<file path="src/hw/line_unit_regs.svh">
// Register map constants for the line unit register bank.
// Assumes a five-bit register address and byte-wide registers.
`ifndef LINE_UNIT_REGS_SVH
`define LINE_UNIT_REGS_SVH

`define ADDR_BITS 5
`define REG_DEVICE_IDENTITY 5'h00
`define REG_ANALOG_LOOPBACK 5'h01
`define REG_REMOTE_LOOPBACK 5'h02
`define REG_ALL_ONES 5'h03
`define REG_ABSENCE_STATUS 5'h04
`define REG_FAULT_STATUS 5'h05
`define REG_ABSENCE_MASK 5'h06
`define REG_FAULT_MASK 5'h07
`define REG_ABSENCE_FLAGS 5'h08
`define REG_FAULT_FLAGS 5'h09
`define REG_SOFT_RESET 5'h0A
`define REG_MONITOR_SELECT 5'h0B
`define REG_DIGITAL_LOOPBACK 5'h0C
`define REG_DETECT_CRITERIA 5'h0D
`define REG_AUTO_ALL_ONES 5'h0E
`define REG_GLOBAL_CONFIG 5'h0F
`define REG_TEMPLATE_INDEX 5'h10
`define REG_TEMPLATE_DATA 5'h11
`define REG_OUTPUT_ENABLE 5'h12
`define REG_ALARM_STATUS 5'h13
`define REG_ALARM_MASK 5'h14
`define REG_ALARM_FLAGS 5'h15
`define REG_LAST_PRIMARY 5'h15
`define REG_BANK_POINTER 5'h1F
`define BANK_EXPANDED_KEY 8'hAA
`define BANK_POINTER_RESET 8'h00
`define EXP_TEST_FIRST 5'h10
`define EXP_TEST_LAST 5'h1E

`endif

</file>
<file path="src/hw/line_unit_pkg.sv">
// Types shared by the line unit register bank.
// Assumes nothing beyond the constants header.
package line_unit_pkg;
  typedef logic [7:0] byte_type;
  typedef enum logic [3:0] {
    SER_IDLE = 4'b0001,
    SER_CMD = 4'b0010,
    SER_WRITE = 4'b0100,
    SER_READ = 4'b1000
  } ser_state_type;
endpackage

</file>
<file path="src/hw/line_unit_register_bank_decode.sv">
// Register bank with five-bit decode, bank pointer and serial or parallel host access.
// Assumes host strobes and serial pins are synchronous to CLK_IN; serial clock well below 12.5 MHz.
// What this block does
// - Decode only five address bits always
// - Non-multiplexed parallel address from A[4:0]
// - Multiplexed address from AD[4:0] latch
// - Serial address from command bits 5..1
// - Pointer at 1F selects the bank
// - Value AA routes addresses to expanded bank
// - Clearing pointer restores the primary bank
// - Primary 16..1E are reserved, no register
// - Expanded test registers reset to zero
// - Primary bank holds 22 registers, 00..15
// - Identity register is read-only
// - Pointer stays reachable in expanded bank
// - Serial flag 1 reads, 0 writes
// - Reading a status clears its flags
`timescale 1ns/1ps
`include "line_unit_regs.svh"
`default_nettype none

module line_unit_register_bank_decode
  import line_unit_pkg::*;
#(
  parameter byte_type IDENTITY_VALUE = 8'h5A // Arbitrary neutral value
) (
  input wire logic CLK_IN,
  input wire logic RST_IN,
  input wire logic SERIAL_MODE_IN,
  input wire logic MUX_MODE_IN,
  input wire logic [7:0] ADDR_IN,
  input wire logic [7:0] AD_IN,
  input wire logic [7:0] PDATA_IN,
  input wire logic ADDR_LATCH_IN,
  input wire logic RD_STB_IN,
  input wire logic WR_STB_IN,
  input wire logic SER_SEL_N_IN,
  input wire logic SER_CLK_IN,
  input wire logic SER_DATA_IN,
  input wire logic [7:0] SIGNAL_ABSENCE_IN,
  input wire logic [7:0] DRIVER_FAULT_IN,
  input wire logic [7:0] ALARM_ONES_IN,
  output logic [7:0] PDATA_OUT,
  output logic PDATA_OE_OUT,
  output logic SER_DATA_OUT,
  output logic SER_DATA_OE_OUT,
  output logic EXP_BANK_OUT,
  output logic SOFT_RESET_OUT,
  output logic [7:0] ANALOG_LOOPBACK_OUT,
  output logic [7:0] REMOTE_LOOPBACK_OUT,
  output logic [7:0] ALL_ONES_OUT,
  output logic [7:0] DIGITAL_LOOPBACK_OUT,
  output logic [7:0] MONITOR_SELECT_OUT,
  output logic [7:0] DRIVER_ENABLE_OUT,
  output logic [7:0] SIGNAL_ABSENCE_FLAGS_OUT
);

  typedef struct packed {
    byte_type [21:0] prim;
    byte_type bank;
    byte_type [30:0] expd;
    byte_type [2:0] stat;
    byte_type [2:0] flag;
    byte_type pdata;
    logic poe;
    logic [4:0] latched_addr;
    ser_state_type ser;
    logic [3:0] bitcnt;
    byte_type cmd;
    byte_type shreg;
    logic sclk_q;
    logic serial_output_pin;
    logic sdo_oe;
    logic soft_reset;
    logic exp;
  } state_type;

  state_type s;
  state_type next_s;

  logic expanded;
  logic ser_rise;
  logic ser_fall;
  byte_type cmd_in;
  logic acc_rd;
  logic acc_wr;
  logic [4:0] acc_addr;
  byte_type acc_wdata;
  byte_type rdata;
  byte_type [2:0] set_bits;
  logic [2:0] status_read;

  // Only the exact key opens the expanded bank; any other value means primary
  assign expanded = (s.bank == `BANK_EXPANDED_KEY);
  assign ser_rise = SER_CLK_IN & ~s.sclk_q & ~SER_SEL_N_IN;
  assign ser_fall = ~SER_CLK_IN & s.sclk_q & ~SER_SEL_N_IN;
  // Bits arrive LSB first, so the first bit ends in position 0
  assign cmd_in = {SER_DATA_IN, s.cmd[7:1]};

  // One access path shared by both host ports; higher address bits are dropped here
  always_comb begin
    if (SERIAL_MODE_IN) begin
      acc_rd = ser_rise && (s.ser == SER_CMD) && (s.bitcnt == 4'h7) && cmd_in[0];
      acc_wr = ser_rise && (s.ser == SER_WRITE) && (s.bitcnt == 4'hF);
      acc_addr = (s.ser == SER_CMD) ? cmd_in[5:1] : s.cmd[5:1];
      acc_wdata = {SER_DATA_IN, s.shreg[7:1]};
    end else begin
      acc_rd = RD_STB_IN;
      acc_wr = WR_STB_IN;
      acc_addr = MUX_MODE_IN ? s.latched_addr : ADDR_IN[4:0];
      acc_wdata = MUX_MODE_IN ? AD_IN : PDATA_IN;
    end
  end

  // Read mux; the pointer is checked before the bank so it is never hidden
  always_comb begin
    rdata = 8'h00;
    if (acc_addr == `REG_BANK_POINTER) begin
      rdata = s.bank;
    end else if (expanded) begin
      rdata = s.expd[acc_addr];
    end else if (acc_addr > `REG_LAST_PRIMARY) begin
      rdata = 8'h00;
    end else begin
      unique case (acc_addr)
        `REG_DEVICE_IDENTITY: rdata = IDENTITY_VALUE;
        `REG_ABSENCE_STATUS: rdata = s.stat[0];
        `REG_FAULT_STATUS: rdata = s.stat[1];
        `REG_ALARM_STATUS: rdata = s.stat[2];
        `REG_ABSENCE_FLAGS: rdata = s.flag[0];
        `REG_FAULT_FLAGS: rdata = s.flag[1];
        `REG_ALARM_FLAGS: rdata = s.flag[2];
        `REG_SOFT_RESET: rdata = 8'h00; // Write-only command
        default: rdata = s.prim[acc_addr];
      endcase
    end
  end

  // Flags latch masked status changes; a status read clears its own flag byte
  assign set_bits[0] = (SIGNAL_ABSENCE_IN ^ s.stat[0]) & s.prim[`REG_ABSENCE_MASK];
  assign set_bits[1] = (DRIVER_FAULT_IN ^ s.stat[1]) & s.prim[`REG_FAULT_MASK];
  assign set_bits[2] = (ALARM_ONES_IN ^ s.stat[2]) & s.prim[`REG_ALARM_MASK];
  assign status_read[0] = acc_rd && !expanded && (acc_addr == `REG_ABSENCE_STATUS);
  assign status_read[1] = acc_rd && !expanded && (acc_addr == `REG_FAULT_STATUS);
  assign status_read[2] = acc_rd && !expanded && (acc_addr == `REG_ALARM_STATUS);

  // Next-state logic for the whole block
  always_comb begin
    next_s = s;
    next_s.soft_reset = 1'b0;
    next_s.poe = 1'b0;
    next_s.sclk_q = SER_CLK_IN;
    next_s.stat[0] = SIGNAL_ABSENCE_IN;
    next_s.stat[1] = DRIVER_FAULT_IN;
    next_s.stat[2] = ALARM_ONES_IN;
    // Set wins over the read clear so no change is lost
    for (int i = 0; i < 3; i++) begin
      next_s.flag[i] = (status_read[i] ? 8'h00 : s.flag[i]) | set_bits[i];
    end
    if (ADDR_LATCH_IN) begin
      next_s.latched_addr = AD_IN[4:0];
    end
    // Register writes
    if (acc_wr) begin
      if (acc_addr == `REG_BANK_POINTER) begin
        next_s.bank = acc_wdata;
      end else if (expanded) begin
        next_s.expd[acc_addr] = acc_wdata;
      end else if (acc_addr == `REG_SOFT_RESET) begin
        next_s.soft_reset = 1'b1;
      end else if (acc_addr <= `REG_LAST_PRIMARY) begin
        unique case (acc_addr)
          `REG_DEVICE_IDENTITY, `REG_ABSENCE_STATUS, `REG_FAULT_STATUS, `REG_ALARM_STATUS,
          `REG_ABSENCE_FLAGS, `REG_FAULT_FLAGS, `REG_ALARM_FLAGS: ; // Read-only
          default: next_s.prim[acc_addr] = acc_wdata;
        endcase
      end
    end
    // Bank flag kept in its own flop so the output pin carries no compare logic
    next_s.exp = (next_s.bank == `BANK_EXPANDED_KEY);
    // Parallel read answer, data holds until the next read
    if (acc_rd && !SERIAL_MODE_IN) begin
      next_s.pdata = rdata;
      next_s.poe = 1'b1;
    end
    // Serial framing; deselect aborts any partial frame
    if (!SERIAL_MODE_IN || SER_SEL_N_IN) begin
      next_s.ser = SER_IDLE;
      next_s.bitcnt = 4'h0;
      next_s.sdo_oe = 1'b0;
    end else begin
      unique case (s.ser)
        SER_IDLE: next_s.ser = SER_CMD;
        SER_CMD: begin
          if (ser_rise) begin
            next_s.cmd = cmd_in;
            next_s.bitcnt = s.bitcnt + 4'h1;
            if (s.bitcnt == 4'h7) begin
              next_s.ser = cmd_in[0] ? SER_READ : SER_WRITE;
              next_s.shreg = rdata;
            end
          end
        end
        SER_WRITE: begin
          if (ser_rise) begin
            next_s.shreg = acc_wdata;
            next_s.bitcnt = s.bitcnt + 4'h1;
            if (s.bitcnt == 4'hF) begin
              next_s.ser = SER_IDLE;
            end
          end
        end
        SER_READ: begin
          // Output bits change on falling edges so the host samples on rising ones
          if (ser_fall) begin
            next_s.serial_output_pin = s.shreg[0];
            next_s.shreg = {1'b0, s.shreg[7:1]};
            next_s.sdo_oe = 1'b1;
          end
          if (ser_rise) begin
            next_s.bitcnt = s.bitcnt + 4'h1;
            if (s.bitcnt == 4'hF) begin
              next_s.ser = SER_IDLE;
              next_s.sdo_oe = 1'b0;
            end
          end
        end
      endcase
    end
  end

  // State register; reset clears every register including the test bank
  always_ff @(posedge CLK_IN) begin
    if (RST_IN) begin
      s <= '0;
      s.bank <= `BANK_POINTER_RESET;
      s.ser <= SER_IDLE;
    end else begin
      s <= next_s;
    end
  end

  // Outputs straight from the state flops
  assign PDATA_OUT = s.pdata;
  assign PDATA_OE_OUT = s.poe;
  assign SER_DATA_OUT = s.serial_output_pin;
  assign SER_DATA_OE_OUT = s.sdo_oe;
  assign EXP_BANK_OUT = s.exp;
  assign SOFT_RESET_OUT = s.soft_reset;
  assign ANALOG_LOOPBACK_OUT = s.prim[`REG_ANALOG_LOOPBACK];
  assign REMOTE_LOOPBACK_OUT = s.prim[`REG_REMOTE_LOOPBACK];
  assign ALL_ONES_OUT = s.prim[`REG_ALL_ONES];
  assign DIGITAL_LOOPBACK_OUT = s.prim[`REG_DIGITAL_LOOPBACK];
  assign MONITOR_SELECT_OUT = s.prim[`REG_MONITOR_SELECT];
  assign DRIVER_ENABLE_OUT = s.prim[`REG_OUTPUT_ENABLE];
  assign SIGNAL_ABSENCE_FLAGS_OUT = s.flag[0];
endmodule

`default_nettype wire

</file>
<file path="config.mk">
export PLATFORM = sky130hd
export DESIGN_NAME = line_unit_register_bank_decode
export DESIGN_NICKNAME = d
export VERILOG_FILES = /design/src/hw/line_unit_pkg.sv /design/src/hw/line_unit_register_bank_decode.sv
export VERILOG_INCLUDE_DIRS = /design/src /design/src/hw
export SDC_FILE = /design/constraint.sdc
export NUM_CORES = 1
export LEC_CHECK = 0
export BUFFER_PORTS_ARGS = -buffer_cell sky130_fd_sc_hd__buf_2
export CELL_PAD_IN_SITES_DETAIL_PLACEMENT = 0
export CELL_PAD_IN_SITES_GLOBAL_PLACEMENT = 2
export CORE_MARGIN = 1.5
export CORE_UTILIZATION = 34
export DETAILED_ROUTE_END_ITERATION = 7
export PLACE_DENSITY = 0.83
export SLEW_MARGIN = 40
export SYNTH_ARGS = -nofsm -noshare
export SYNTH_HDL_FRONTEND = slang
export SYNTH_SLANG_ARGS = --single-unit
</file>
<file path="constraint.sdc">
create_clock -name CLK_IN -period 3.3 [get_ports CLK_IN]
set_clock_uncertainty 0.15 [all_clocks]
set_input_delay 0 -clock CLK_IN [delete_from_list [all_inputs] [get_ports CLK_IN]]
set_output_delay 0 -clock CLK_IN [all_outputs]
set_load 0.01 [all_outputs]
</file>
### After elaboration in Yosys (flattened, before gate mapping)

Cells that the tools add are included.

* register bits after elaboration: 523
* bits of input ports: 58

* equal/unequal tests: 22
* $add $sub $neg: 1
* reductions and logical operators: 28
* bitwise operators: 22
* multiplexer cells: 42
* order comparisons: 4

Operators by type and width (number)
* $mux W248: 2
* $mux W256: 1
* $bwmux W248: 1
* $bwmux W176: 1
* $mux W8: 16
* $bmux W8 S5: 2
* $pmux W8 S8: 1
* $demux W8 S5: 1
* $and A8 B8 Y8: 3
* $mux W24: 1
* $or A8 B8 Y8: 3
* $pmux W8 S3: 1
* $xor A8 B8 Y8: 3
* $eq A8 B8 Y1 const B: 2
* $eq A5 B4 Y1 const B: 3
* $eq A5 B5 Y1 const B: 3
* $mux W5: 3
* $mux W4: 3
* $pmux W4 S3: 1
* $reduce_and A3 Y1: 4
* $reduce_and A6 Y1: 2
* $logic_and A1 B1 Y1: 11
* $eq A5 B3 Y1 const B: 2
* $not A1 Y1: 9
* other kinds (23): 40

### Depth between registers and ports, before layout

Gate-level depths: netlist (run 1).

* word-level depth: 12
* mapped depth: 15
* gate-level depth less buffers: 9

### Worst setup path after synthesis (run 1)

OpenSTA, ideal clock, no wires.

* kind: flip-flop to flip-flop
* start: reg s[28] (netlist name)
* end: reg s[7] (netlist name)
* buffers on the path: 4
* setup slack: -0.017 ns
* arrival: 3.081 ns
* period minus slack after synthesis: 3.317 ns
* library setup time: 0.086 ns
* cell stages (with the launch flop): 14
* path through: dfxtp_1 > or4b_1 > buf_2 > buf_6 > mux2i_1 > nand2_1 > buf_1 > clkbuf_1 > nand2_1 > a311oi_1 > nor2_1 > o31ai_1 > nand4_1 > a211oi_1

* word-level cells in the longest chain between the ends: 12
* elaborated cells on any way between the ends: 32
* those cells by class: order compare: 1; eq/ne: 15; mux: 13; reduce/logical: 3

RTL lines
* start: declaration: RTL line line_unit_register_bank_decode.sv:78 `state_type s;`
* start signal: assignment: RTL line line_unit_register_bank_decode.sv:239 `s <= next_s;`
* $eq A4 B2 Y1: RTL line line_unit_register_bank_decode.sv:105, line_unit_register_bank_decode.sv:192
* $mux W5: RTL line line_unit_register_bank_decode.sv:105 `acc_addr = (s.ser == SER_CMD) ? cmd_in[5:1] : s.cmd[5:1];`
* $mux W5: RTL line line_unit_register_bank_decode.sv:102 `if (SERIAL_MODE_IN) begin`
* $bmux W8 S5: RTL line line_unit_register_bank_decode.sv:134 `default: rdata = s.prim[acc_addr];`
* $mux W8 (not written as such): RTL line line_unit_register_bank_decode.sv:134
* $pmux W8 S8: RTL line line_unit_register_bank_decode.sv:125 `unique case (acc_addr)`
* $mux W8: RTL line line_unit_register_bank_decode.sv:122 `` end else if (acc_addr > `REG_LAST_PRIMARY) begin ``
* $mux W8: RTL line line_unit_register_bank_decode.sv:120 `end else if (expanded) begin`
* $mux W8: RTL line line_unit_register_bank_decode.sv:118 `` if (acc_addr == `REG_BANK_POINTER) begin ``
* $mux W8: RTL line line_unit_register_bank_decode.sv:198 `if (s.bitcnt == 4'h7) begin`
* $mux W24: RTL line line_unit_register_bank_decode.sv:195 `if (ser_rise) begin`
* $pmux W8 S3: RTL line line_unit_register_bank_decode.sv:192 `unique case (s.ser)`

Several ways; a longest one is shown, not always the timed one. The select of a mux whose other input is x is not followed.
A chain may end at the register's enable or synchronous reset.

### Worst setup path after layout (run 1)

* start: reg s[28] (netlist name)
* end: reg s[467] (netlist name)

* word-level cells in the longest chain between the ends: 8
* elaborated cells on any way between the ends: 28
* those cells by class: order compare: 3; eq/ne: 10; mux: 6; bitwise: 3; reduce/logical: 6

RTL lines
* $eq A4 B2 Y1: RTL line line_unit_register_bank_decode.sv:105
* $mux W5: RTL line line_unit_register_bank_decode.sv:105
* $mux W5: RTL line line_unit_register_bank_decode.sv:102
* $lt A5 B6 Y1 (not written as such) or $ge A5 B1 Y1 (tied branches): RTL line line_unit_register_bank_decode.sv:175 `default: next_s.prim[acc_addr] = acc_wdata;`
* $logic_and A1 B1 Y1 (not written as such): RTL line line_unit_register_bank_decode.sv:175
* $mux W8 (not written as such): RTL line line_unit_register_bank_decode.sv:175
* $demux W8 S5: RTL line line_unit_register_bank_decode.sv:175
* $bwmux W176: RTL line line_unit_register_bank_decode.sv:175

Several ways; a longest one is shown, not always the timed one.

==> results.txt, run 1 <==
Status - finished with violations
Failing checks - setup timing
Fin cells - 4250
Max Transition Viols Final - 0
Synthesized area - 0.02375 mm^2
Max-slew headroom - 40.58%
Synth-to-Final Area Change - 38.93%
Ratio of cells with drive above 1 in the final layout - 27.99%
CTS buffer count - 59
Worst Hold End - s[81]
Crit Path Max Fanout - 8
Avg Cell Area, Syn - 8.273 um^2
HP Class - input pin to flop
Global placer's final weighted congestion - 0.9824
Worst Path Arrival - 3.89 ns
Tmin final - 3.506 ns
Global-route wire length before repair - 146900 um
Final core occ - 47.94%
Total track usage - 27.02%
EDFF count, synth - 0
Final worst slack - -0.2056 ns
Reg2reg end - s[467]
Comb pwr share - 13.3%
Sequential Power Share - 40.2%
H-tree depth - 2
Initial Util - 34.51%
#FFs+latches synth - 521
Top cells by area, synth - dfxtp_1 44%, mux2i_1 7.0%, a21oi_1 6.0%, nand2_1 6.0%, nand3_1 5.6%
Inst Count DP - 4004
Critical Path Start Type - flop
Fillers - 6490
Max clock buf depth - 3
Antenna diodes - 0
Internal power - 11.56 mW
P_leak - 12.46 nW
Post-synth top cells - 521 x dfxtp_1, 377 x nand2_1, 287 x nor2_1
# rows - 96
Final net count - 3329
Gr ovfl total - 0
Total Wirelength - 100400 um
Post-DR wirelength/cell - 23.62 um
Clock group share of total power - 46.4%
VDD IR max - 0.4877 mV
FF-to-FF Start - s[28]
Setup Viol. Count Final - 127
Count leader, synth - dfxtp_1
TritonCTS clock tree - built
Port buffer count - 123
Hold Crit Depth - 3
RSZ-0062 raised after global routing - true
Share of the synthesized area in the top cell type - 43.91%
Design area - 0.03300 mm^2
Post-Synthesis Net Count - 2930
Predominant post-synthesis flop cell - dfxtp_1
Clock Sinks - 521
Setup TNS - -11.47 ns
Distinct cells, synth - 85
Worst Setup End Kind - flop
Fmax achieved - 285.3 MHz
Tot Pwr - 15.78 mW
Placed cell areas - 0.02779 mm^2
Hold path startpoint - DRIVER_FAULT_IN[6]
Clk Latency, worst-skew pair - 0.67 ns
Post-synthesis sequential area ratio - 43.91%
Vias/cell - 5.579
Place WS - -0.4688 ns
CP Class - flop to flop
Ys Warns - 0
CTS Root Cell - clkbuf_16
CP required - 3.68 ns
Cell accounting for the most synthesized area - dfxtp_1
R2R cell count - 14
ANT nets after route - 0
Core box area - 0.06883 mm^2
1st-iter DRT viols - 2311
Flop2flop setup slack - -0.21 ns
Net load switching power - 4.222 mW
Vias in the first global route - 23248
Worst-margin pin slew - 0.8895 ns
Max-Cap Viols - 0
Hold_ws - 0.001325 ns
Vias - 23711
Largest net degree at the start of global routing - 150
Dpl hpwl - 66500 um
IO Pins - 127
Initial antenna violation count - 0
Asr flop ratio synth - 0%
Net switching fraction of the power - 26.76%
Die ar. - 0.07145 mm^2
Residual DRC - 0
Die X-Extent - 267.3 um
Pwr dens - 478.2 mW/mm^2
Period utilization - 106.2%
Final hold vios - 0
DRT Pass-1 Iters - 7
Clock Pin Slew Worst Setup and Hold Paths - 0.06 ns
Die height - 267.3 um
Post-synthesis instance total - 2871
final cells by class:
type,count,area (um^2),share of cell area (%)
clock buffer,80,1645,4.986
multi-input combinational,2033,13300,40.31
sequential,521,10430,31.62
clock inverter,30,508.0,1.539
tap,931,1165,3.530
inverter,11,41.29,0.1251
timing repair buffer,644,5906,17.90
worst max-delay path: stages, from the launching register on:
cell      delay [ns]
dfxtp_2         0.32
or4b_4          0.57
buf_12          0.17
mux2_4          0.33
buf_6           0.14
nand2_4         0.08
nor2_4          0.05
buf_6           0.13
nor4_4          0.40
nand3b_4        0.17
buf_12          0.19
nor3_4          0.22
buf_12          0.17
mux2i_4         0.23
nor2_2          0.05
what timing repair did:
item,in CTS,in global routing
buffers inserted,40,26
hold endpoints to repair,199,0
endpoints found under the setup margin,345,367
hold buffers,71,0
pin swaps,54,89
gates resized for setup,179,185
gates cloned,8,4
power by group through the flow:
| stage | clock network (mW) | registers [mW] | logic (mW) |
|---|---|---|---|
| CTS | 7.39 | 6.35 | 1.94 |
| global placement | 0 | 6.49 | 1.62 |
| finish | 7.33 | 6.35 | 2.10 |
| floorplan | 0 | 6.48 | 0.766 |
| global route | 7.68 | 6.35 | 2.17 |
| detailed placement | 0 | 6.49 | 1.63 |
metal layers:
layer / global-route usage [%] / wire length, um
met2: 45.86 / 47850
met1: 34.74 / 42010
met5: 0 / 0
met3: 3.632 / 6424
met4: 10.12 / 4123
logic make-up after synthesis:
kind of cell	share of synthesized area (%)
and+or+nand+nor	23.24
AOI/OAI and AO/OA	17.48
DFF	43.91
buffers and inverters	6.358
muxes	7.954
xor gates and xnor gates	0.9956
adders and majority gates	0.05267
cells in the final DEF, fill, tap and decap left out, types with 58 or more instances in the layout:
cell type	netlist	final
buf_12	0	58
a21oi_1	286	275
nand2_1	377	348
mux2i_1	167	157
nor2_1	287	262
dlygate4sd3_1	0	71
buf_2	37	122
buf_4	67	327
dfxtp_1	521	519
nand3_1	267	267
clkbuf_16	0	63
nor2b_1	95	95
worst max-delay path by stage:
stage | to | start | depth (start not counted) | slack, ns
2_1_floorplan | s[6] | s[28] | 14 | 0.04
3_3_place_gp | s[12] | s[28] | 13 | -0.50
3_5_place_dp | s[12] | s[28] | 13 | -0.47
4_1_cts | s[12] | s[27] | 14 | -0.13
5_1_grt | s[467] | s[28] | 14 | -0.26
6_report | s[467] | s[28] | 14 | -0.21
registers in the layout, summed over array words and instances (netlist names), 7 cells and up:
name and cells:
ANALOG_LOOPBACK_OUT 8, PDATA_OUT 8, DRIVER_ENABLE_OUT 8, ALL_ONES_OUT 8
REMOTE_LOOPBACK_OUT 8, cmd_in 7, SIGNAL_ABSENCE_FLAGS_OUT 8, s 445
DIGITAL_LOOPBACK_OUT 8, MONITOR_SELECT_OUT 8
(Power assumes the default switching activity.)
==> run 2, diff against run 1 <==
GPL_TIMING_DRIVEN = 0   (was not set)
SETUP_SLACK_MARGIN = 0.3   (was not set)
==> results.txt, run 2 (synthesis gave the netlist of run 1 again) <==
Max Transition Viols Final - 0 (unchanged)
Most frequent cells in the layout - 519 x dfxtp_1, 306 x nand2_1, 268 x nor2_1 (was 519 x dfxtp_1, 348 x nand2_1, 327 x buf_4)
Residual DRC - 0 (unchanged)
Critical Path Start Type - flop (unchanged)
Most flops, register - s (unchanged)
Largest net degree at the start of global routing - 18 (was 150)
Global-route wire length before repair - 164700 um (was 146900 um)
Met2 WL post-DR - 53970 um (was 47850 um)
Die height - 267.3 um (unchanged)
Final core occ - 50.67% (was 47.94%)
Cells along the critical path - or4b_4 -> buf_8 -> buf_12 -> mux2i_4 -> a21o_4 -> buf_12 -> buf_16 -> buf_12 -> nor2_2 -> o31ai_4 -> o2111ai_2 -> o31ai_2 -> buf_4 -> nand4_1 -> a21oi_1 (was or4b_4 -> buf_12 -> mux2_4 -> buf_6 -> nand2_4 -> nor2_4 -> buf_6 -> nor4_4 -> nand3b_4 -> buf_12 -> nor3_4 -> buf_12 -> mux2i_4 -> nor2_2)
Period utilization - 112.9% (was 106.2%)
CTS buffer count - 59 (unchanged)
Slowest Stage Delay on Critical Path - 0.54 ns (was 0.57 ns)
Die X-Extent - 267.3 um (unchanged)
Total Wirelength - 121000 um (was 100400 um)
Post-DR wirelength/cell - 27.92 um (was 23.62 um)
Initial antenna violation count - 2 (was 0)
CTS Root Cell - clkbuf_16 (unchanged)
HP Class - input pin to flop (unchanged)
Die ar. - 0.07145 mm^2 (unchanged)
ANT nets after route - 0 (unchanged)
1st-iter DRT viols - 3047 (was 2311)
DRT Pass-1 Iters - 8 (was 7)
Fillers - 6366 (was 6490)
Clock Sinks - 521 (unchanged)
Vias/cell - 5.885 (was 5.579)
Dpl hpwl - 80400 um (was 66500 um)
Total track usage - 31.64% (was 27.02%)
RSZ-0062 raised after global routing - true (unchanged)
CP Class - flop to flop (unchanged)
Failing checks - setup timing (unchanged)
Setup Viol. Count Final - 329 (was 127)
Placed cell areas - 0.02568 mm^2 (was 0.02779 mm^2)
CP bufs+invs - 6 (was 5)
Final hold vios - 0 (unchanged)
CP required - 3.74 ns (was 3.68 ns)
Global placer's final weighted congestion - 0.9667 (was 0.9824)
Design area - 0.03487 mm^2 (was 0.03300 mm^2)
Initial Util - 34.51% (unchanged)
Clock group share of total power - 44.3% (was 46.4%)
Core box area - 0.06883 mm^2 (unchanged)
Max-Cap Viols - 0 (unchanged)
Worst-margin pin slew - 0.9409 ns (was 0.8895 ns)
P_leak - 12.89 nW (was 12.46 nW)
Uppermost layer routed - met5 (was met4)
Net switching fraction of the power - 28.65% (was 26.76%)
Status - finished with violations (unchanged)
Tot Pwr - 15.42 mW (was 15.78 mW)
Vias in the first global route - 23511 (was 23248)
Clock Pin Slew Worst Setup and Hold Paths - 0.06 ns (about the same)
H-tree depth - 2 (unchanged)
Internal power - 11.01 mW (was 11.56 mW)
Critical-path top delay cell - or4b_4 (unchanged)
Max-slew headroom - 37.27% (was 40.58%)
Number of flip-flops in the largest register - 445 (unchanged)
Synth-to-Final Area Change - 46.83% (was 38.93%)
Crit Path Max Fanout - 6 (was 8)
# rows - 96 (unchanged)
Gr ovfl total - 0 (unchanged)
Most used cell, CP - buf_12 (unchanged)
Place WS - -1.995 ns (was -0.4688 ns)
Vias - 25511 (was 23711)
Tmin final - 3.727 ns (was 3.506 ns)
Max clock buf depth - 3 (unchanged)
Comb pwr share - 14.6% (was 13.3%)
Port buffer count - 120 (was 123)
Sequential Power Share - 41.1% (was 40.2%)
CP delay by family, top - compound AO/OA/AOI/OAI gates (was simple AND/OR/NAND/NOR gates)
Worst Setup End Kind - flop (unchanged)
Final worst slack - -0.4267 ns (was -0.2056 ns)
VDD IR max - 0.4498 mV (was 0.4877 mV)
TritonCTS clock tree - built (unchanged)
Hold_ws - 0.02767 ns (was 0.001325 ns)
Ratio of cells with drive above 1 in the final layout - 31.68% (was 27.99%)
Net load switching power - 4.419 mW (was 4.222 mW)
Wire length on met3 - 11670 um (was 6424 um)
Fmax achieved - 268.3 MHz (was 285.3 MHz)
IO Pins - 127 (unchanged)
Wl on met1 - 47050 um (was 42010 um)
Final net count - 3417 (was 3329)
Commonest non-fill, non-tap cell in the layout - dfxtp_1 (unchanged)
Worst Path Arrival - 4.17 ns (was 3.89 ns)
Clk Latency, worst-skew pair - 0.67 ns (about the same)
Pwr dens - 442.3 mW/mm^2 (was 478.2 mW/mm^2)
==> run 2: changes by cell type in the layout (fill, tap and decap cells not counted), sizes merged, moves of 2 or more <==
cell and delta:
clkbuf +171, buf -67, bufinv -8, clkinv -7, bufbuf -3, dlygate4sd3 -2
==> run 2: per-layer routing <==
metal | global-route usage, % | up-vias
li1 | - | 11095
met1 | 40.47 | 12528
met2 | 50.53 | 1506
met3 | 5.287 | 380
met4 | 17.66 | 2
met5 | 0 | -
==> run 2: power groups by stage <==
stage,logic [mW],clock network [mW],registers (mW)
after floorplan,0.777,0,6.48
after global placement,1.50,0,6.48
after detailed placement,1.51,0,6.48
after CTS,1.97,6.82,6.34
after global routing,2.27,7.09,6.34
final,2.25,6.83,6.34
==> run 2: worst register-to-register path, delay by kind of cell (launching register included) <==
family / cells / cell delay (ns)
AO/OA/AOI/OAI: 5 / 1.17
flip-flops: 1 / 0.36
multiplexers: 1 / 0.19
buffers and inverters: 6 / 0.97
AND/OR/NAND/NOR: 3 / 0.80
==> run 2: final cells by class <==
class	count	area, um^2	area share [%]
Multi-Input combinational cell	2033	14370	41.21
Sequential cell	521	10440	29.93
Timing Repair Buffer	427	4154	11.91
Buffer	305	2733	7.836
Clock buffer	91	1767	5.066
Tap cell	931	1165	3.340
Clock inverter	15	203.9	0.5848
Inverter	11	41.29	0.1184
Antenna cell	1	2.502	0.007176
==> run 2: final timing paths <==
check / end / cells after the start / slack (ns) / startpoint
setup reg to reg: PDATA_OUT[2] / 15 / -0.43 / s[28]
hold / removal: s[83] / 3 / 0.03 / ALARM_ONES_IN[0]
hold reg to reg: s[389] / 2 / 0.29 / s[389]
setup / recovery: PDATA_OUT[2] / 15 / -0.43 / s[28]
==> run 2: what timing repair did <==
item,CTS,global route
endpoints found under the hold margin,90,0
hold buffers,69,0
pin swaps,89,151
endpoints found under the setup margin,410,409
setup buffers,103,114
gates resized for setup,472,561
cloned,3,18
==> run 2: stage by stage <==
stage | cells | setup TNS, ns
floorplan | 2871 | 0
global placement | 3922 | -425.76
detailed placement | 3922 | -370.99
CTS | 4202 | -39.46
global route | 4334 | -69.44
finish | 4335 | -48.08
